[src/common/ttc_pkg.sv]
// shared constants and types for the triple timer, capture and interrupt block
package ttc_pkg;

	// internal state clock: one state per 400 ns at a 10 ns system clock
	localparam int STATE_TIME_NS = 400;
	localparam int CLK_PERIOD_NS = 10;
	localparam int STATE_CYCLES  = (STATE_TIME_NS + CLK_PERIOD_NS - 1) / CLK_PERIOD_NS;
	localparam int DIV_W         = 6;

	localparam int NUM_TMR = 3;
	localparam int NUM_LVL = 5;
	localparam int CNT_W   = 8;
	localparam int VEC_W   = 16;

	// register byte offsets
	localparam logic [11:0] OFS_CTRL    = 12'h000;
	localparam logic [11:0] OFS_RELOAD  = 12'h004;
	localparam logic [11:0] OFS_COUNT   = 12'h010;
	localparam logic [11:0] OFS_CAPTURE = 12'h01c;
	localparam logic [11:0] OFS_STATUS  = 12'h020;
	localparam logic [11:0] OFS_CLEAR   = 12'h024;
	localparam logic [11:0] OFS_ENABLE  = 12'h028;
	localparam logic [11:0] OFS_VECTOR  = 12'h030;
	localparam logic [11:0] OFS_STEP    = 12'h004;

	// field positions
	localparam int PRE_LSB  = 8;
	localparam int LVL_LSB  = 1;

	// values after reset
	localparam logic [7:0]       CTRL_RST   = 8'h00;
	localparam logic [CNT_W-1:0] RELOAD_RST = 8'hff;
	localparam logic [4:0]       ENABLE_RST = 5'h00;
	localparam logic [VEC_W-1:0] VECTOR_RST = 16'h0000;

	typedef struct packed {
		logic       gie;
		logic       t3_baud;
		logic       cascade;
		logic       t2_ext;
		logic       t1_ext;
		logic [2:0] run;
	} ttc_ctrl_type;

	typedef struct packed {
		logic        write;
		logic [11:0] addr;
	} ttc_addr_phase_type;

	typedef struct packed {
		logic             req;
		logic [2:0]       level;
		logic [VEC_W-1:0] vector;
	} ttc_irq_type;

	typedef enum logic [1:0] {
		BUS_IDLE = 2'b00,
		BUS_DATA = 2'b01
	} ttc_bus_state_type;

endpackage : ttc_pkg

[src/design/ttc_top.sv]
// triple countdown timer with capture latch and prioritized vectored interrupts
//
// The AHB-Lite register port and the address map are this design's own decisions.
`timescale 1ns/10ps
//
// Behaviour
// - each of three timers has its own run bit, independent of the others
// - timers one and two: 8-bit counter behind a 5-bit prescaler
// - timers one and two clock from state clock or external event, selectable
// - timers one and two chain into one 26-bit timer
// - timer three: 8-bit counter behind a 2-bit prescaler
// - timer three is interval timer or serial bit-rate clock
// - counters count down and reload from their latch past zero
// - falling edge on capture pin latches timer one count
// - six levels; level 0 is reset and cannot be masked
// - levels one and three react to falling pin edges only
// - timer one level two, serial and timer three four, timer two five
// - each level supplies its own software-written vector
// - global enable gates all; each level has its own enable
// - level one pin wins over every other maskable source
// - timer one external clock comes from event input one
// - timer two external clock comes from event input two
//
module ttc_top
	import ttc_pkg::*;
#(
	parameter int PRE_W  = 5,
	parameter int PRE3_W = 2
) (
	// clock and reset
	input  wire logic               sys_clk,
	input  wire logic               reset,
	// ahb-lite slave
	input  wire logic               hsel,
	input  wire logic [31:0]        haddr,
	input  wire logic [1:0]         htrans,
	input  wire logic               hwrite,
	input  wire logic [2:0]         hsize,
	input  wire logic [31:0]        hwdata,
	input  wire logic               hready,
	output      logic [31:0]        hrdata,
	output      logic               hreadyout,
	output      logic               hresp,
	// external pins and serial events
	input  wire logic               ext_irq_high_pin,
	input  wire logic               ext_irq_capture_pin,
	input  wire logic               event_count_in_one,
	input  wire logic               event_count_in_two,
	input  wire logic               serial_rx_event,
	input  wire logic               serial_tx_event,
	// outputs to cpu and serial port
	output      ttc_irq_type        irq,
	output      logic               baud_tick
);

	if (PRE_W < 1 || PRE_W > 8 || PRE3_W < 1 || PRE3_W > PRE_W) begin : g_check
		$error("ttc_top: prescaler widths out of range");
	end

	////////////////////////////////////////////////////////////////////////////////
	// state clock enable

	logic [DIV_W-1:0] div_cnt;
	logic             state_en;

	always_ff @(posedge sys_clk) begin
		if (reset) begin
			div_cnt  <= '0;
			state_en <= 1'b0;
		end else if (div_cnt == DIV_W'(STATE_CYCLES - 1)) begin
			div_cnt  <= '0;
			state_en <= 1'b1;
		end else begin
			div_cnt  <= div_cnt + 1'b1;
			state_en <= 1'b0;
		end
	end

	////////////////////////////////////////////////////////////////////////////////
	// pin edges: {event two, event one, capture, high}

	logic [3:0] pin_now;
	logic [3:0] pin_prev;
	logic [3:0] pin_fall;

	assign pin_now  = {event_count_in_two, event_count_in_one,
		ext_irq_capture_pin, ext_irq_high_pin};
	assign pin_fall = pin_prev & ~pin_now;

	// idle-high reset value, so a pin held low at release counts as a falling edge
	always_ff @(posedge sys_clk) begin
		if (reset) begin
			pin_prev <= 4'hf;
		end else begin
			pin_prev <= pin_now;
		end
	end

	////////////////////////////////////////////////////////////////////////////////
	// bus slave: one wait state, so a write always lands before a later read

	ttc_bus_state_type  bus_state;
	ttc_addr_phase_type ap;
	ttc_ctrl_type       ctrl;
	logic               wr;
	logic [31:0]        next_rdata;

	assign wr = (bus_state == BUS_DATA) && ap.write;

	always_ff @(posedge sys_clk) begin
		if (reset) begin
			bus_state <= BUS_IDLE;
			ap        <= '0;
			hreadyout <= 1'b1;
			hrdata    <= 32'h0000_0000;
			hresp     <= 1'b0;
		end else begin
			case (bus_state)
				BUS_IDLE: begin
					if (hsel && htrans[1] && hready) begin
						ap        <= '{write: hwrite, addr: haddr[11:0]};
						bus_state <= BUS_DATA;
						hreadyout <= 1'b0;
					end
				end
				BUS_DATA: begin
					hrdata    <= ap.write ? 32'h0000_0000 : next_rdata;
					hreadyout <= 1'b1;
					bus_state <= BUS_IDLE;
				end
				default: begin
					bus_state <= BUS_IDLE;
					hreadyout <= 1'b1;
				end
			endcase
		end
	end

	always_ff @(posedge sys_clk) begin
		if (reset) begin
			ctrl <= CTRL_RST;
		end else if (wr && ap.addr == OFS_CTRL) begin
			ctrl <= hwdata[7:0];
		end
	end

	////////////////////////////////////////////////////////////////////////////////
	// timers

	logic [CNT_W-1:0] reload    [NUM_TMR];
	logic [PRE_W-1:0] pre_load  [NUM_TMR];
	logic [CNT_W-1:0] count     [NUM_TMR];
	logic [PRE_W-1:0] pre_count [NUM_TMR];
	logic [NUM_TMR-1:0] tick;
	logic [NUM_TMR-1:0] underflow;

	assign tick[0] = ctrl.run[0] && (ctrl.t1_ext ? pin_fall[2] : state_en);
	// cascade stretches timer one's 13 bits by timer two's 13 bits
	assign tick[1] = ctrl.run[1] && (ctrl.cascade ? underflow[0] :
		(ctrl.t2_ext ? pin_fall[3] : state_en));
	assign tick[2] = ctrl.run[2] && state_en;

	for (genvar i = 0; i < NUM_TMR; i++) begin : g_tmr
		localparam logic [11:0] RELOAD_OFS = OFS_RELOAD + 12'(4 * i);

		assign underflow[i] = tick[i] && pre_count[i] == '0 && count[i] == '0;

		always_ff @(posedge sys_clk) begin
			if (reset) begin
				reload[i]   <= RELOAD_RST;
				pre_load[i] <= '0;
			end else if (wr && ap.addr == RELOAD_OFS) begin
				reload[i]   <= hwdata[CNT_W-1:0];
				// timer three keeps only its narrow prescaler
				pre_load[i] <= (i == 2) ? PRE_W'(hwdata[PRE_LSB+PRE3_W-1:PRE_LSB])
					: hwdata[PRE_LSB+PRE_W-1:PRE_LSB];
			end
		end

		// a stopped timer tracks its latch, so starting it begins a full period
		always_ff @(posedge sys_clk) begin
			if (reset) begin
				count[i]     <= RELOAD_RST;
				pre_count[i] <= '0;
			end else if (!ctrl.run[i]) begin
				count[i]     <= reload[i];
				pre_count[i] <= pre_load[i];
			end else if (tick[i]) begin
				if (pre_count[i] == '0) begin
					pre_count[i] <= pre_load[i];
					count[i]     <= (count[i] == '0) ? reload[i] : count[i] - 1'b1;
				end else begin
					pre_count[i] <= pre_count[i] - 1'b1;
				end
			end
		end
	end

	always_ff @(posedge sys_clk) begin
		if (reset) begin
			baud_tick <= 1'b0;
		end else begin
			baud_tick <= ctrl.t3_baud && underflow[2];
		end
	end

	logic [CNT_W-1:0] capture;

	always_ff @(posedge sys_clk) begin
		if (reset) begin
			capture <= '0;
		end else if (pin_fall[1]) begin
			capture <= count[0];
		end
	end

	////////////////////////////////////////////////////////////////////////////////
	// interrupt status, enable, vectors and priority

	logic [NUM_LVL:1] event_set;
	logic [NUM_LVL:1] status;
	logic [NUM_LVL:1] enable;
	logic [NUM_LVL:1] pending;
	logic [VEC_W-1:0] vec [NUM_LVL];
	logic [2:0]       next_level;

	assign event_set[1] = pin_fall[0];
	assign event_set[2] = underflow[0];
	assign event_set[3] = pin_fall[1];
	// in baud mode timer three only paces the serial port
	assign event_set[4] = serial_rx_event || serial_tx_event ||
		(underflow[2] && !ctrl.t3_baud);
	assign event_set[5] = underflow[1];

	// a new event wins over a clear in the same cycle
	always_ff @(posedge sys_clk) begin
		if (reset) begin
			status <= '0;
		end else if (wr && ap.addr == OFS_CLEAR) begin
			status <= (status & ~hwdata[NUM_LVL:LVL_LSB]) | event_set;
		end else begin
			status <= status | event_set;
		end
	end

	always_ff @(posedge sys_clk) begin
		if (reset) begin
			enable <= ENABLE_RST;
		end else if (wr && ap.addr == OFS_ENABLE) begin
			enable <= hwdata[NUM_LVL:LVL_LSB];
		end
	end

	always_ff @(posedge sys_clk) begin
		if (reset) begin
			for (int k = 0; k < NUM_LVL; k++) begin
				vec[k] <= VECTOR_RST;
			end
		end else begin
			for (int k = 0; k < NUM_LVL; k++) begin
				if (wr && ap.addr == OFS_VECTOR + 12'(4 * k)) begin
					vec[k] <= hwdata[VEC_W-1:0];
				end
			end
		end
	end

	assign pending = status & enable & {NUM_LVL{ctrl.gie}};

	always_comb begin
		next_level = 3'h0;
		for (int k = NUM_LVL; k >= 1; k--) begin
			if (pending[k]) begin
				next_level = 3'(k);
			end
		end
	end

	// reset is level 0: it clears every request and needs no enable
	always_ff @(posedge sys_clk) begin
		if (reset) begin
			irq <= '0;
		end else begin
			irq.req   <= |pending;
			irq.level <= next_level;
			irq.vector <= (next_level == 3'h0) ? VECTOR_RST : vec[next_level - 3'h1];
		end
	end

	////////////////////////////////////////////////////////////////////////////////
	// read mux; unmapped offsets read zero

	always_comb begin
		next_rdata = 32'h0000_0000;
		case (ap.addr)
			OFS_CTRL:    next_rdata[7:0] = ctrl;
			OFS_CAPTURE: next_rdata[CNT_W-1:0] = capture;
			OFS_STATUS:  next_rdata[NUM_LVL:LVL_LSB] = status;
			OFS_ENABLE:  next_rdata[NUM_LVL:LVL_LSB] = enable;
			default:     next_rdata = 32'h0000_0000;
		endcase
		for (int k = 0; k < NUM_TMR; k++) begin
			if (ap.addr == OFS_RELOAD + 12'(4 * k)) begin
				next_rdata = 32'({pre_load[k], reload[k]});
			end
			if (ap.addr == OFS_COUNT + 12'(4 * k)) begin
				next_rdata = 32'({pre_count[k], count[k]});
			end
		end
		for (int k = 0; k < NUM_LVL; k++) begin
			if (ap.addr == OFS_VECTOR + 12'(4 * k)) begin
				next_rdata = 32'(vec[k]);
			end
		end
	end
endmodule : ttc_top

[config.mk]
export PLATFORM = sky130hd
export DESIGN_NAME = ttc_top
export DESIGN_NICKNAME = d
export VERILOG_FILES = /design/src/common/ttc_pkg.sv /design/src/design/ttc_top.sv
export SDC_FILE = /design/constraint.sdc
export NUM_CORES = 1
export LEC_CHECK = 0
export BUFFER_PORTS_ARGS = -buffer_cell sky130_fd_sc_hd__clkbuf_2
export CAP_MARGIN = 10
export CELL_PAD_IN_SITES_DETAIL_PLACEMENT = 1
export CELL_PAD_IN_SITES_GLOBAL_PLACEMENT = 1
export CORE_MARGIN = 3
export CORE_UTILIZATION = 35
export DETAILED_ROUTE_END_ITERATION = 10
export GPL_TIMING_DRIVEN = 1
export PLACE_DENSITY_LB_ADDON = 0.1
export SLEW_MARGIN = 20
export SYNTH_ARGS = -nofsm -noshare
export SYNTH_HDL_FRONTEND = slang
export SYNTH_SLANG_ARGS = --single-unit
[constraint.sdc]
create_clock -name sys_clk -period 6.1 [get_ports sys_clk]
set_input_delay 1.22 -clock sys_clk [delete_from_list [all_inputs] [get_ports sys_clk]]
set_output_delay 1.22 -clock sys_clk [all_outputs]
set_load 0.005 [all_outputs]
# Word-level counts from Yosys, hierarchy flattened
# Memories as Yosys holds them, arrays and structs flattened. A register that Yosys moved wholly into a read port is not among the register bits.
# Index checks and enable logic that the tools add are counted.
# word_totals
register_bits,89
in_bits,80
n_memories,5
mem_bits_rw,158
output_inout_bits,55
word_cells,245
# mem_list
memory,words,word_bits,rd,rd_ports_with_merged_regs,write_ports,line_no,text
vec,5,16,6,1,5,ttc_top.sv:224,logic [VEC_W-1:0] vec [NUM_LVL];
count,3,8,3,0,3,ttc_top.sv:152,logic [CNT_W-1:0] count [NUM_TMR];
reload,3,8,3,0,3,ttc_top.sv:150,logic [CNT_W-1:0] reload [NUM_TMR];
pre_count,3,5,3,0,3,ttc_top.sv:153,logic [PRE_W-1:0] pre_count [NUM_TMR];
pre_load,3,5,3,0,3,ttc_top.sv:151,logic [PRE_W-1:0] pre_load [NUM_TMR];
# op_classes
eq_ne,16
muxes,119
bitwise_logic,35
n_reduce_logical,42
addsub,8
# ops
cell,count
$mux W32,11
$mux W8,12
$eq A12 B6 Y1 const B,7
$mux W16,5
$mux W1,69
$mux W5,13
$eq A12 B5 Y1 const B,4
$or A1 B1 Y1,26
$logic_and A1 B1 Y1,25
$eq A12 B4 Y1 const B,2
$logic_not A8 Y1,3
$sub A8 B1 Y8 const B,3
$pmux W5 S4,1
$and A5 B5 Y5,3
$logic_not A5 Y1,3
$mux W3,5
$sub A5 B1 Y5 const B,3
$mux W13,1
$eq A12 B3 Y1 const B,1
$eq A12 B7 Y1 const B,1
$logic_not A12 Y1,1
$or A5 B5 Y5,2
$add A6 B1 Y6 const B,1
$eq A6 B6 Y1 const B,1
14 further kinds,17

# Longest topological paths before layout
# Gate-level depths: netlist (run 1).
# depth
ltp_word,14
mapped_depth,11
ltp_nobuf,9

# Worst setup path after synthesis (run 1)
# Ideal clock, no wire load.
# synth_timing
path_type,input-to-reg
startpoint,in reset
endpoint,mem vec[4][0] (enable)
path_buffers,4
setup_slack_ps,2895
setup_time_ps,392
t_arrival_ps,2813
t_required_ps,5708
cell_stages,5
path_cell_list,clkbuf_1 -> clkbuf_1 -> clkbuf_1 -> clkbuf_1 -> o21bai_1
# synth_lines
item,line_no,text
from (decl),ttc_top.sv:32,"input wire logic reset,"
to (decl),ttc_top.sv:224,

# Worst setup path in the final report (run 1)
# layout_timing
startpoint,reg ap[5] (netlist name)
endpoint,reg hrdata[6]
# layout_between
elab_chain_len,14
# layout_lines
item,line_no,text
from (decl),ttc_top.sv:103,ttc_addr_phase_type ap;
from (signal assigned),ttc_top.sv:121,"ap <= '{write: hwrite, addr: haddr[11:0]};"
$eq A12 B5 Y1 / $logic_not A12 Y1 (equally long branches),ttc_top.sv:295,case (ap.addr)
$pmux W2 S2,ttc_top.sv:295,
$mux W13,ttc_top.sv:303,if (ap.addr == OFS_RELOAD + 12'(4 * k)) begin
$mux W32,ttc_top.sv:306,if (ap.addr == OFS_COUNT + 12'(4 * k)) begin
$mux W32,ttc_top.sv:303,
$mux W32,ttc_top.sv:306,
$mux W32,ttc_top.sv:303,
$mux W32,ttc_top.sv:306,
$mux W32 (4 in series),ttc_top.sv:311,if (ap.addr == OFS_VECTOR + 12'(4 * k)) begin
$mux W32 *,ttc_top.sv:311,
$mux W32 *,ttc_top.sv:127,hrdata <= ap.write ? 32'h0000_0000 : next_rdata;
to (signal assigned),ttc_top.sv:127,
to (decl),ttc_top.sv:41,"output logic [31:0] hrdata,"
# Mark *: on every way between the ends. The rest lies on a longest branch, timed or not.
# A chain may end at the register's enable or synchronous reset.

==> results.ini, run 1 <==
[finish]
layout.nets = 1273
drive_gt1_frac = 0.166
syn_to_final_growth_pct = 16.1
final_util = 0.417
layout_commonest_cell = edfxtp_1
antennaDiodeCount = 0
n_fill_cell = 3646
layout_common_cells = edfxtp_1 (155), nand2_1 (139), nor2_1 (93)

[synth]
synth-seq-cells = 244
synth_area_leader_cell = edfxtp_1
avgSynthCellArea_um2 = 10.6
synthCells = 1113
ys_warn_count = 0
synthTopCellsByArea = edfxtp_1 (39%), dfxtp_1 (15%), nand2_1 (4.4%)
synth_cell_types = 74
synth-async-reset-ratio = 0
yosysSeqAreaShare = 0.544
synth_top_area_share = 0.393
synth_flop_cell = edfxtp_1
synthesis.area_mm2 = 0.0118
synth_edf_count = 155

[sta]
final_max_slew_viol_count = 0
timing.setup.tns_ps = 0
hold_violations = 0
fin_worst_skew_ps = 14.7
worst_pin_slew_ps = 1100
fin_crit_sh = 0.578
period_needed_ps = 3530
setup_viol = 0
fmaxAchievable_mhz = 283
slew_headroom = 0.267
rsz0062_at_grt = false

[worst_setup_path]
crit_chain = or4_1 -> nor3_1 -> a222oi_1 -> a2111oi_0 -> o21ai_0 -> o211ai_1
max_stage_delay_ps = 950
crit_slowest_cell = a2111oi_0
timing.critical_path.buf_inv = 0
path_class = flip-flop to flip-flop
critPathMaxFanout = 15
crit_arrival_ps = 4010
critPathCaptureType = flip-flop
start_kind = flip-flop
critical-path-top-delay-family = compound AO/OA/AOI/OAI gates
crit_required_ps = 6590

[clocking]
worstSkewPairLatency_ps = 570
cts_resized = 0
cts-buffers-inserted = 30
clkTransAtPathRegs_ps = 60
cts_root_buf = clkbuf_16
clock_sinks = 244
cts_hold_buf = 0
htree_num_levels = 1
cts_setup_buffers = 0
tritoncts = yes
cts_buffer_depth = 3

[route]
drc_errors = 0
avgRoutedWirePerCell_um = 25.4
ant_nets = 0
routed_wl_mm = 41.8
via_per_inst = 5.65
vias = 9319
drtIter0Drc = 862
dr.pass1.iters = 5

[placed_design]
hpwl_mm = 30.3
portBuffers = 77
gp_congestion = 0.883

[power_and_ir_drop]
leakage_nw = 4.88
max-vdd-ir-drop_mv = 0.238
power_density_mw_per_mm2 = 284

[outcome]
outcome = finished clean

[floorplanning]
ios = 135
start_util = 0.359
core_mm2 = 0.0329
die_area_mm2 = 0.0361
die_w_um = 190
row_count = 66
die_h_um = 190

[run]
max_cap_violations = 0

[global_routing]
antenna_found_initial = 2
grt_usage = 0.229
overflow = 0
grt_max_degree = 44
grt_pass1_wl_mm = 62.3
grt_pass1_vias = 9590

[min_path]
hold_path_class = flip-flop to flip-flop

## cell usage after synthesis, types with 9 or more instances
| cell | number |
|---|---|
| edfxtp_1 | 155 |
| nand2_1 | 139 |
| nor2_1 | 95 |
| dfxtp_1 | 89 |
| a21oi_1 | 66 |
| o21ai_0 | 56 |
| clkbuf_1 | 46 |
| and2_1 | 34 |
| mux2i_1 | 30 |
| a22oi_1 | 29 |
| inv_1 | 24 |
| nor3_1 | 24 |
| nand2b_1 | 22 |
| o211ai_1 | 20 |
| mux4_2 | 19 |
| a22o_1 | 18 |
| buf_4 | 17 |
| nand3_1 | 14 |
| xnor2_1 | 13 |
| buf_1 | 12 |
| xor2_1 | 12 |
| ha_1 | 10 |
| nor2b_1 | 10 |
| o2bb2ai_1 | 10 |
| nor4_1 | 9 |
| o22ai_1 | 9 |
| or2_2 | 9 |
## per-stage QoR
stage	hold WS (ps)	cell area, um2	setup WS [ps]	std cells	power (mW)
floorplan	418	11900	2900	1129	1.97
CTS	445	13700	2630	1649	3.94
global placement	435	12700	2300	1593	2.07
detailed placement	438	12700	2200	1593	2.07
finish	441	13700	2570	1649	3.91
global route	471	13700	2420	1649	4.03
## sequential cells by signal (all words and copies together) (netlist names), 4 cells and up
register	cells
irq	20
vec	80
ap	13
hrdata	16
div_cnt	6
status	5
pre_count	15
enable	5
ctrl	8
pin_prev	4
pre_load	12
reload	24
capture	8
count	24
## cell families after synthesis
family,Yosys count,synth area share
and+or+nand+nor,397,0.164
xor gates and xnor gates,25,0.0185
AOI/OAI and AO/OA,281,0.161
other,1,0.000317
muxes,50,0.0625
buffers and inverters,105,0.0398
adders and majority gates,10,0.0106
DFF,244,0.544
## power breakdown
part	switching (mW)	internal [mW]	total, mW
clock	0.719	1.14	1.86
combinational	0.158	0.0692	0.227
sequential	0.0302	1.79	1.82
## routing by layer
metal | vias up | GRT usage | part of all wire
li1 | 4240 | - | -
met4 | 2 | 0.0554 | 0.024
met2 | 325 | 0.365 | 0.46
met1 | 4688 | 0.330 | 0.45
met3 | 64 | 0.0363 | 0.062
met5 | - | 0 | 0.00031
## layout make-up
class                      instances  area (um2)  share of cell area
timing repair buffer             103         581              0.0422
multi-input combinational        780        5030               0.366
sequential                       244        6440               0.468
inverter                          24        90.1             0.00655
clock buffer                      44         896              0.0652
clock inverter                    12         155              0.0113
tap                              442         553              0.0402
## final timing paths
| kind | start | end | slack, ps | cells past startpoint |
|---|---|---|---|---|
| worst max-delay path | ap[5]$_SDFFE_PP0P_ | hrdata[6]$_SDFFE_PP0P_ | 2570 | 6 |
| worst min-delay path | pin_prev[0]$_SDFF_PP1_ | status[1]$_SDFF_PP0_ | 440 | 2 |
| worst max register to register | ap[5]$_SDFFE_PP0P_ | hrdata[6]$_SDFFE_PP0P_ | 2570 | 6 |
| worst min register to register | pin_prev[0]$_SDFF_PP1_ | status[1]$_SDFF_PP0_ | 440 | 2 |
## worst reg2reg max path, cell delays in order, from the launching register on
cell,delay [ps]
dfxtp_1,480
or4_1,760
nor3_1,590
a222oi_1,230
a2111oi_0,950
o21ai_0,290
o211ai_1,150
Power figures use the tool's default switching activity.
==> run 2: changes to the inputs <==
--- a/config.mk
+++ b/config.mk
@@ -5,6 +5,7 @@
 export SDC_FILE = /design/constraint.sdc
 export NUM_CORES = 1
 export LEC_CHECK = 0
+export ABC_AREA = 1
 export BUFFER_PORTS_ARGS = -buffer_cell sky130_fd_sc_hd__clkbuf_2
 export CAP_MARGIN = 10
 export CELL_PAD_IN_SITES_DETAIL_PLACEMENT = 1
==> constraint.sdc (replaced) <==
create_clock -name sys_clk -period 3.7 [get_ports sys_clk]
set_input_delay 0.74 -clock sys_clk [delete_from_list [all_inputs] [get_ports sys_clk]]
set_output_delay 0.74 -clock sys_clk [all_outputs]
set_load 0.005 [all_outputs]
==> run 2 against run 1 <==
  * Sequential power up 64%
  * Clock-buffer cell count is 1 higher
  * Area after synthesis rose by 1.8%
  * Register-to-register slack got worse by 1600 ps
  * Total power increased by 64%
  * Die area is 1.7% higher
  * Flip-flop and latch count unchanged
  * Combinational power increased by 67%
  * Wire length fell by 4.1%
==> results.ini, run 2 <==
[synth]
synth.most_common_cell = nand2_1
synthMuxAreaShare = 0  ; -0.0625
synthTopCellsByArea = edfxtp_1 (39%), dfxtp_1 (15%), nand2_1 (9.0%)
synthesis.area_mm2 = 0.0120  ; +1.8%
synth_flop_cell = edfxtp_1
yosysSeqAreaShare = 0.534  ; -0.00954
synth-adder-area-share = 0.0104  ; -0.000185
synth_top_family_by_area = simple AND/OR/NAND/NOR gates
synth_area_leader_cell = edfxtp_1
ys_warn_count = 0  ; unchanged
synthCells = 1449  ; +30%
synth_xor_area_frac = 0.0138  ; -0.00469
synth_cell_types = 43  ; -42%
synth-async-reset-ratio = 0  ; unchanged
synth_edf_count = 155  ; unchanged
synth_common_cells = nand2_1 (290), inv_1 (220), o21ai_0 (169)
synth-seq-cells = 244  ; unchanged
synth_compound_gate_area_share = 0.148  ; -0.0129
yosys.area_share.simple = 0.195  ; +0.0311
synth_top_area_share = 0.386  ; -0.00690
avgSynthCellArea_um2 = 8.32  ; -22%

[worst_setup_path]
timing.critical_path.buf_inv = 2  ; +2
critical-path-top-delay-family = simple AND/OR/NAND/NOR gates
start_kind = flip-flop
r2r_start = ap[5]$_SDFFE_PP0P_
critPathCaptureType = flip-flop
max_stage_delay_ps = 480  ; -470 ps
r2r_cells = 13  ; +7
path_class = flip-flop to flip-flop
critPathMaxFanout = 17  ; +2
crit_arrival_ps = 3220  ; -790 ps
crit_top_cell = nand2_1
crit_chain = inv_1 -> nand2_1 -> nor2_4 -> nand2_1 -> inv_1 -> nand2_1 -> nand4_1 -> o21bai_1 -> nand4_1 -> nor2_1 -> nand3b_1 -> nand3_1 -> nand2_1
r2r_end = hrdata[0]$_SDFFE_PP0P_
reg2reg_setup_slack_ps = 930  ; -1640 ps
crit_slowest_cell = nand2_1
crit_required_ps = 4150  ; -2440 ps

[sta]
final_max_slew_viol_count = 0  ; unchanged
timing.setup.tns_ps = 0  ; unchanged
rsz0062_at_grt = false
fin_worst_skew_ps = 18.2  ; +3.53 ps
fmaxAchievable_mhz = 361  ; +28%
hold_violations = 0  ; unchanged
period_needed_ps = 2770  ; -761 ps
whs_ps = 372  ; -69.2 ps
setup_viol = 0  ; unchanged
fin_crit_sh = 0.748  ; +0.169
worst_pin_slew_ps = 979  ; -120 ps
slew_headroom = 0.346  ; +0.0783

[min_path]
hold_path_class = input port to flip-flop
whs_path_depth = 3  ; +1
min_from = ext_irq_high_pin
hold_end = pin_prev[0]$_SDFF_PP1_

[power_and_ir_drop]
comb_power_share = 0.059  ; about the same
clockPowerShare = 0.476  ; about the same
swShare = 0.235  ; +0.00281
p_seq_frac = 0.465  ; about the same
netSwitchingPower_mw = 1.51  ; +66%
power_density_mw_per_mm2 = 457  ; +61%
p_total_mw = 6.41  ; +64%
leakage_nw = 6.11  ; +25%
max-vdd-ir-drop_mv = 0.344  ; +45%
p_int_mw = 4.90  ; +64%

[clocking]
cts_hold_buf = 0  ; unchanged
cts-buffers-inserted = 31  ; +3.3%
cts_root_buf = clkbuf_16
cts_buffer_depth = 3  ; unchanged
worstSkewPairLatency_ps = 570  ; about the same
cts_resized = 0  ; unchanged
tritoncts = yes
htree_num_levels = 1  ; unchanged
clkTransAtPathRegs_ps = 60  ; about the same
clock_sinks = 244  ; unchanged
cts_setup_buffers = 0  ; unchanged

[finish]
layout.nets = 1630  ; +28%
reg_top3 = vec (80), count (24), reload (24)
layout_common_cells = nand2_1 (290), inv_1 (219), o21ai_0 (163)
final_util = 0.416  ; -0.00120
drive_gt1_frac = 0.127  ; -0.0385
largest-register = vec
antennaDiodeCount = 0  ; unchanged
layout_commonest_cell = nand2_1
syn_to_final_growth_pct = 16.3
largest_reg_flops = 80  ; unchanged

[global_routing]
grt_usage = 0.220  ; -0.00909
grt_pass1_vias = 10300  ; +7.5%
grt_pass1_wl_mm = 61.9  ; -0.58%
antenna_found_initial = 0  ; -2
grt_max_degree = 50  ; +14%
overflow = 0  ; unchanged

[route]
vias = 10200  ; +9.5%
routed_wl_mm = 40.1  ; -4.1%
ant_nets = 0  ; unchanged
dr.pass1.iters = 5  ; unchanged
avgRoutedWirePerCell_um = 19.9  ; -21%
via_per_inst = 5.07  ; -10%
drtIter0Drc = 725  ; -16%
drc_errors = 0  ; unchanged

[floorplanning]
die_area_mm2 = 0.0367  ; +1.7%
die_w_um = 192  ; +0.86%
core_mm2 = 0.0337  ; +2.3%
row_count = 67  ; +1.5%
start_util = 0.358  ; -0.00173
ios = 135  ; unchanged
die_h_um = 192  ; +0.86%

[placed_design]
gp_congestion = 0.852  ; -3.6%
hpwl_mm = 28.3  ; -6.4%
portBuffers = 77  ; unchanged

[outcome]
outcome = finished clean

[run]
max_cap_violations = 0  ; unchanged

## run 2: final cells by class
class                   instances  area, um2
clock buffers                  45        920
multi-input cells             928       4490
well taps                     448        561
fillers                      4073      19700
clock inverters                13        124
repair buffers                108        631
inverters                     227        852
flip-flops and latches        244       6440
## run 2: logic make-up after synthesis
group	count (synthesis)
fa+ha+maj	10
simple gates	549
xor+xnor	19
buf+inv	293
compound gates	333
flops	244
other cells	1
## run 2: worst max path at each step
stage / from / endpoint / slack (ps) / cells past startpoint
finish: ap[5]$_SDFFE_PP0P_ / hrdata[0]$_SDFFE_PP0P_ / 930 / 13
global route: ap[5]$_SDFFE_PP0P_ / hrdata[0]$_SDFFE_PP0P_ / 690 / 13
CTS: ap[5]$_SDFFE_PP0P_ / hrdata[0]$_SDFFE_PP0P_ / 950 / 13
detailed placement: event_count_in_one / count[1][6]$_DFFE_PP_ / 830 / 13
global placement: event_count_in_one / count[1][6]$_DFFE_PP_ / 860 / 13
floorplan: ap[1]$_SDFFE_PP0P_ / vec[2][0]$_DFFE_PP_ / 790 / 8
## run 2: worst register-to-register path, stage by stage (launching register included)
cell and delay (ps):
dfxtp_1 440, inv_1 100, nand2_1 110, nor2_4 80, nand2_1 480, inv_1 220
nand2_1 110, nand4_1 140, o21bai_1 320, nand4_1 220, nor2_1 160, nand3b_1 100
nand3_1 110, nand2_1 70
## run 2: power groups by stage
stage                     clock network (mW)  registers (mW)  logic, mW
after floorplan                            0            3.03      0.231
after global placement                     0            3.04      0.376
after detailed placement                   0            3.04      0.381
after CTS                               3.11            2.98      0.384
after global routing                    3.22            2.99      0.425
final                                   3.05            2.98      0.380
## run 2: per-stage QoR
step / instance area, um2 / instances / worst slack (ps)
after detailed placement: 13000 / 1955 / 829
after floorplan: 12100 / 1465 / 794
final: 14000 / 2013 / 933
after CTS: 14000 / 2013 / 952
after global placement: 13000 / 1955 / 859
after global routing: 14000 / 2013 / 685
## run 2: metal layers
metal  wire [um]  global-route usage  vias to the layer above
li1            -                   -                     4937
met1       18800               0.310                     4991
met2       18600               0.365                      227
met3        1930              0.0259                       47
met4         745              0.0494                        0
met5           0                   0                        -
==> run 3: changes to the inputs <==
==> constraint.sdc (replaced) <==
create_clock -name sys_clk -period 2.45 [get_ports sys_clk]
set_input_delay 0.49 -clock sys_clk [delete_from_list [all_inputs] [get_ports sys_clk]]
set_output_delay 0.49 -clock sys_clk [all_outputs]
set_load 0.005 [all_outputs]
==> run 3 against run 2 <==
  * Non-clock buffer count rose by 84
  * First-iteration DRC count fell by 11%
  * Clock-buffer cell count fell by 8
  * Critical endpoint is now pre_count[1][0]$_DFFE_PP_
  * Sequential share of layout area fell by 2.8 points
  * Clock skew fell by 1.5 ps
  * Wire length fell by 0.95%
  * Flip-flop and latch count did not move
  * Hold slack got worse by 250 ps
==> results.ini, run 3 (same netlist as run 2, synthesis figures left out) <==
[outcome]
outcome = finished clean

[power_and_ir_drop]
power_density_mw_per_mm2 = 647  ; +42%
max-vdd-ir-drop_mv = 0.483  ; +41%
leakage_nw = 6.55  ; +7.4%

[finish]
layout_commonest_cell = nand2_1
multi_input_area_mm2 = 0.00467  ; +3.9%
final_util = 0.443  ; +0.0272
layout.nets = 1711  ; +5.0%
n_fill_cell = 4081  ; +0.20%
syn_to_final_growth_pct = 23.9
largest-register = vec
reg_top3 = vec (80), count (24), reload (24)
largest_reg_flops = 80  ; unchanged
drive_gt1_frac = 0.199  ; +0.0719
regArea_mm2 = 0.00644  ; about the same
layout_common_cells = nand2_1 (279), inv_1 (209), o21ai_0 (155), edfxtp_1 (155), nor2_1 (125)

[route]
via_per_inst = 5.01  ; -1.1%
dr.pass1.iters = 4  ; -1
avgRoutedWirePerCell_um = 19.0  ; -4.7%
drtIter0Drc = 643  ; -11%
drc_errors = 0  ; unchanged
vias = 10500  ; +2.8%
routed_wl_mm = 39.7  ; -0.95%
ant_nets = 0  ; unchanged

[worst_setup_path]
critPathMaxFanout = 4  ; -13
r2r_cells = 15  ; +2
path_class = flip-flop to flip-flop
r2r_start = count[0][0]$_DFFE_PP_
r2r_end = pre_count[1][0]$_DFFE_PP_
critPathCaptureType = flip-flop
reg2reg_setup_slack_ps = 90  ; -840 ps
start_kind = flip-flop
crit_arrival_ps = 2760  ; -460 ps
crit_required_ps = 2850  ; -1300 ps

[global_routing]
grt_usage = 0.216  ; -0.00410
use_met3 = 0.0249  ; -0.000917
grt_max_degree = 50  ; unchanged
gr-usage-met1 = 0.304  ; -0.00624
overflow = 0  ; unchanged
antenna_found_initial = 0  ; unchanged
grt_pass1_vias = 10800  ; +4.4%
use_met2 = 0.360  ; -0.00536
grt_pass1_wl_mm = 60.8  ; -1.7%
busiest_layer = met2

[clocking]
worstSkewPairLatency_ps = 550  ; -20 ps
cts_hold_buf = 0  ; unchanged
htree_num_levels = 1  ; unchanged
cts_buffer_depth = 3  ; unchanged
cts-buffers-inserted = 28  ; -9.7%
tritoncts = yes
cts_root_buf = clkbuf_16
clock_sinks = 244  ; unchanged
clkTransAtPathRegs_ps = 60  ; about the same

[min_path]
hold_path_class = input port to flip-flop
min_from = ext_irq_capture_pin
hold_end = pin_prev[1]$_SDFF_PP1_
whs_path_depth = 3  ; unchanged

[floorplanning]
row_count = 67  ; unchanged
start_util = 0.358  ; unchanged
die_area_mm2 = 0.0367  ; unchanged
die_h_um = 192  ; unchanged
ios = 135  ; unchanged
core_mm2 = 0.0337  ; unchanged
die_w_um = 192  ; unchanged

[sta]
period_needed_ps = 2360  ; -408 ps
setup_viol = 0  ; unchanged
fmaxAchievable_mhz = 424  ; +17%
worst_pin_slew_ps = 607  ; -372 ps
timing.setup.tns_ps = 0  ; unchanged
final_max_slew_viol_count = 0  ; unchanged
fin_worst_skew_ps = 16.7  ; -1.55 ps
slew_headroom = 0.594  ; +0.248
rsz0062_at_grt = true
fin_crit_sh = 0.963  ; +0.215
hold_violations = 0  ; unchanged

[placed_design]
hpwl_mm = 28.8  ; +1.6%
gp_congestion = 0.847  ; -0.53%
portBuffers = 77  ; unchanged

[run]
max_cap_violations = 0  ; unchanged

## run 3: cell count changes in the layout (fill, tap and decap cells not counted), moves of 5 or more
cell and delta:
nor2_4 +5, o21ai_0 -8, buf_6 +5, inv_1 -10, nand2_2 +9, nor2_1 -7, o21ai_2 +7, buf_4 +70
nand2_1 -11, buf_12 +9
## run 3: layout make-up
class | count | area share
flip-flops and latches | 244 | 0.431
multi-input cells | 928 | 0.313
repair buffers | 192 | 0.0933
inverters | 227 | 0.0584
clock buffers | 37 | 0.0547
well taps | 448 | 0.0375
clock inverters | 15 | 0.0121
diodes | 1 | 0.000168
## run 3: how the worst max path moves through the flow
| stage | endpoint | cells after the start | start | slack [ps] |
|---|---|---|---|---|
| final | pre_count[1][0]$_DFFE_PP_ | 15 | count[0][0]$_DFFE_PP_ | 90 |
| after floorplan | vec[4][0]$_DFFE_PP_ | 7 | ap[0]$_SDFFE_PP0P_ | 20 |
| after detailed placement | count[1][3]$_DFFE_PP_ | 13 | event_count_in_one | -130 |
| after global routing | count[1][7]$_DFFE_PP_ | 13 | count[0][0]$_DFFE_PP_ | -30 |
| after CTS | hrdata[8]$_SDFFE_PP0P_ | 15 | ap[9]$_SDFFE_PP0P_ | 20 |
| after global placement | count[1][1]$_DFFE_PP_ | 13 | event_count_in_one | -100 |
## run 3: per-stage QoR
step	setup slack [ps]	hold slack, ps	instance area, um2	instances	power, mW
6_report	91.0	123	14900	2092	9.67
5_1_grt	-32.0	121	14900	2091	10.0
3_3_place_gp	-97.0	436	13700	2036	5.22
3_5_place_dp	-132	439	13700	2036	5.23
4_1_cts	22.2	108	14700	2088	9.73
2_1_floorplan	22.3	429	12100	1465	4.92
## run 3: worst max-delay path, stage by stage (launching register included)
cell      delay, ps
edfxtp_1        400
inv_2           100
ha_4            150
nand2_4          50
nor2_4          130
nand2_2          60
or2_4           240
nor2_4           90
nand2_2         100
a21boi_4        230
nand2_2         100
nor2_4          170
buf_6           110
buf_4           110
o21ai_1          70
o21ai_1         100
## run 3: what timing repair did
item / 4_1_cts / 5_1_grt
pin swaps: 0 / 14
buffers inserted: 0 / 3
gates resized for setup: 6 / 69
cloned: 0 / 0
setup endpoints to repair: 12 / 100
## run 3: layer usage
metal  vias up  wire length, um
met5         -                0
met2       202            18600
met3        47             1550
met1      5142            18900
li1       5100                -
met4         0              724
## run 3: power breakdown
group / total [mW] / leakage, nW / switching (mW) / internal (mW)
Combinational: 0.670 / 3.86 / 0.453 / 0.217
Clock: 4.50 / 0.490 / 1.74 / 2.76
Sequential: 4.50 / 2.21 / 0.0518 / 4.45
Total: 9.67 / 6.55 / 2.24 / 7.42
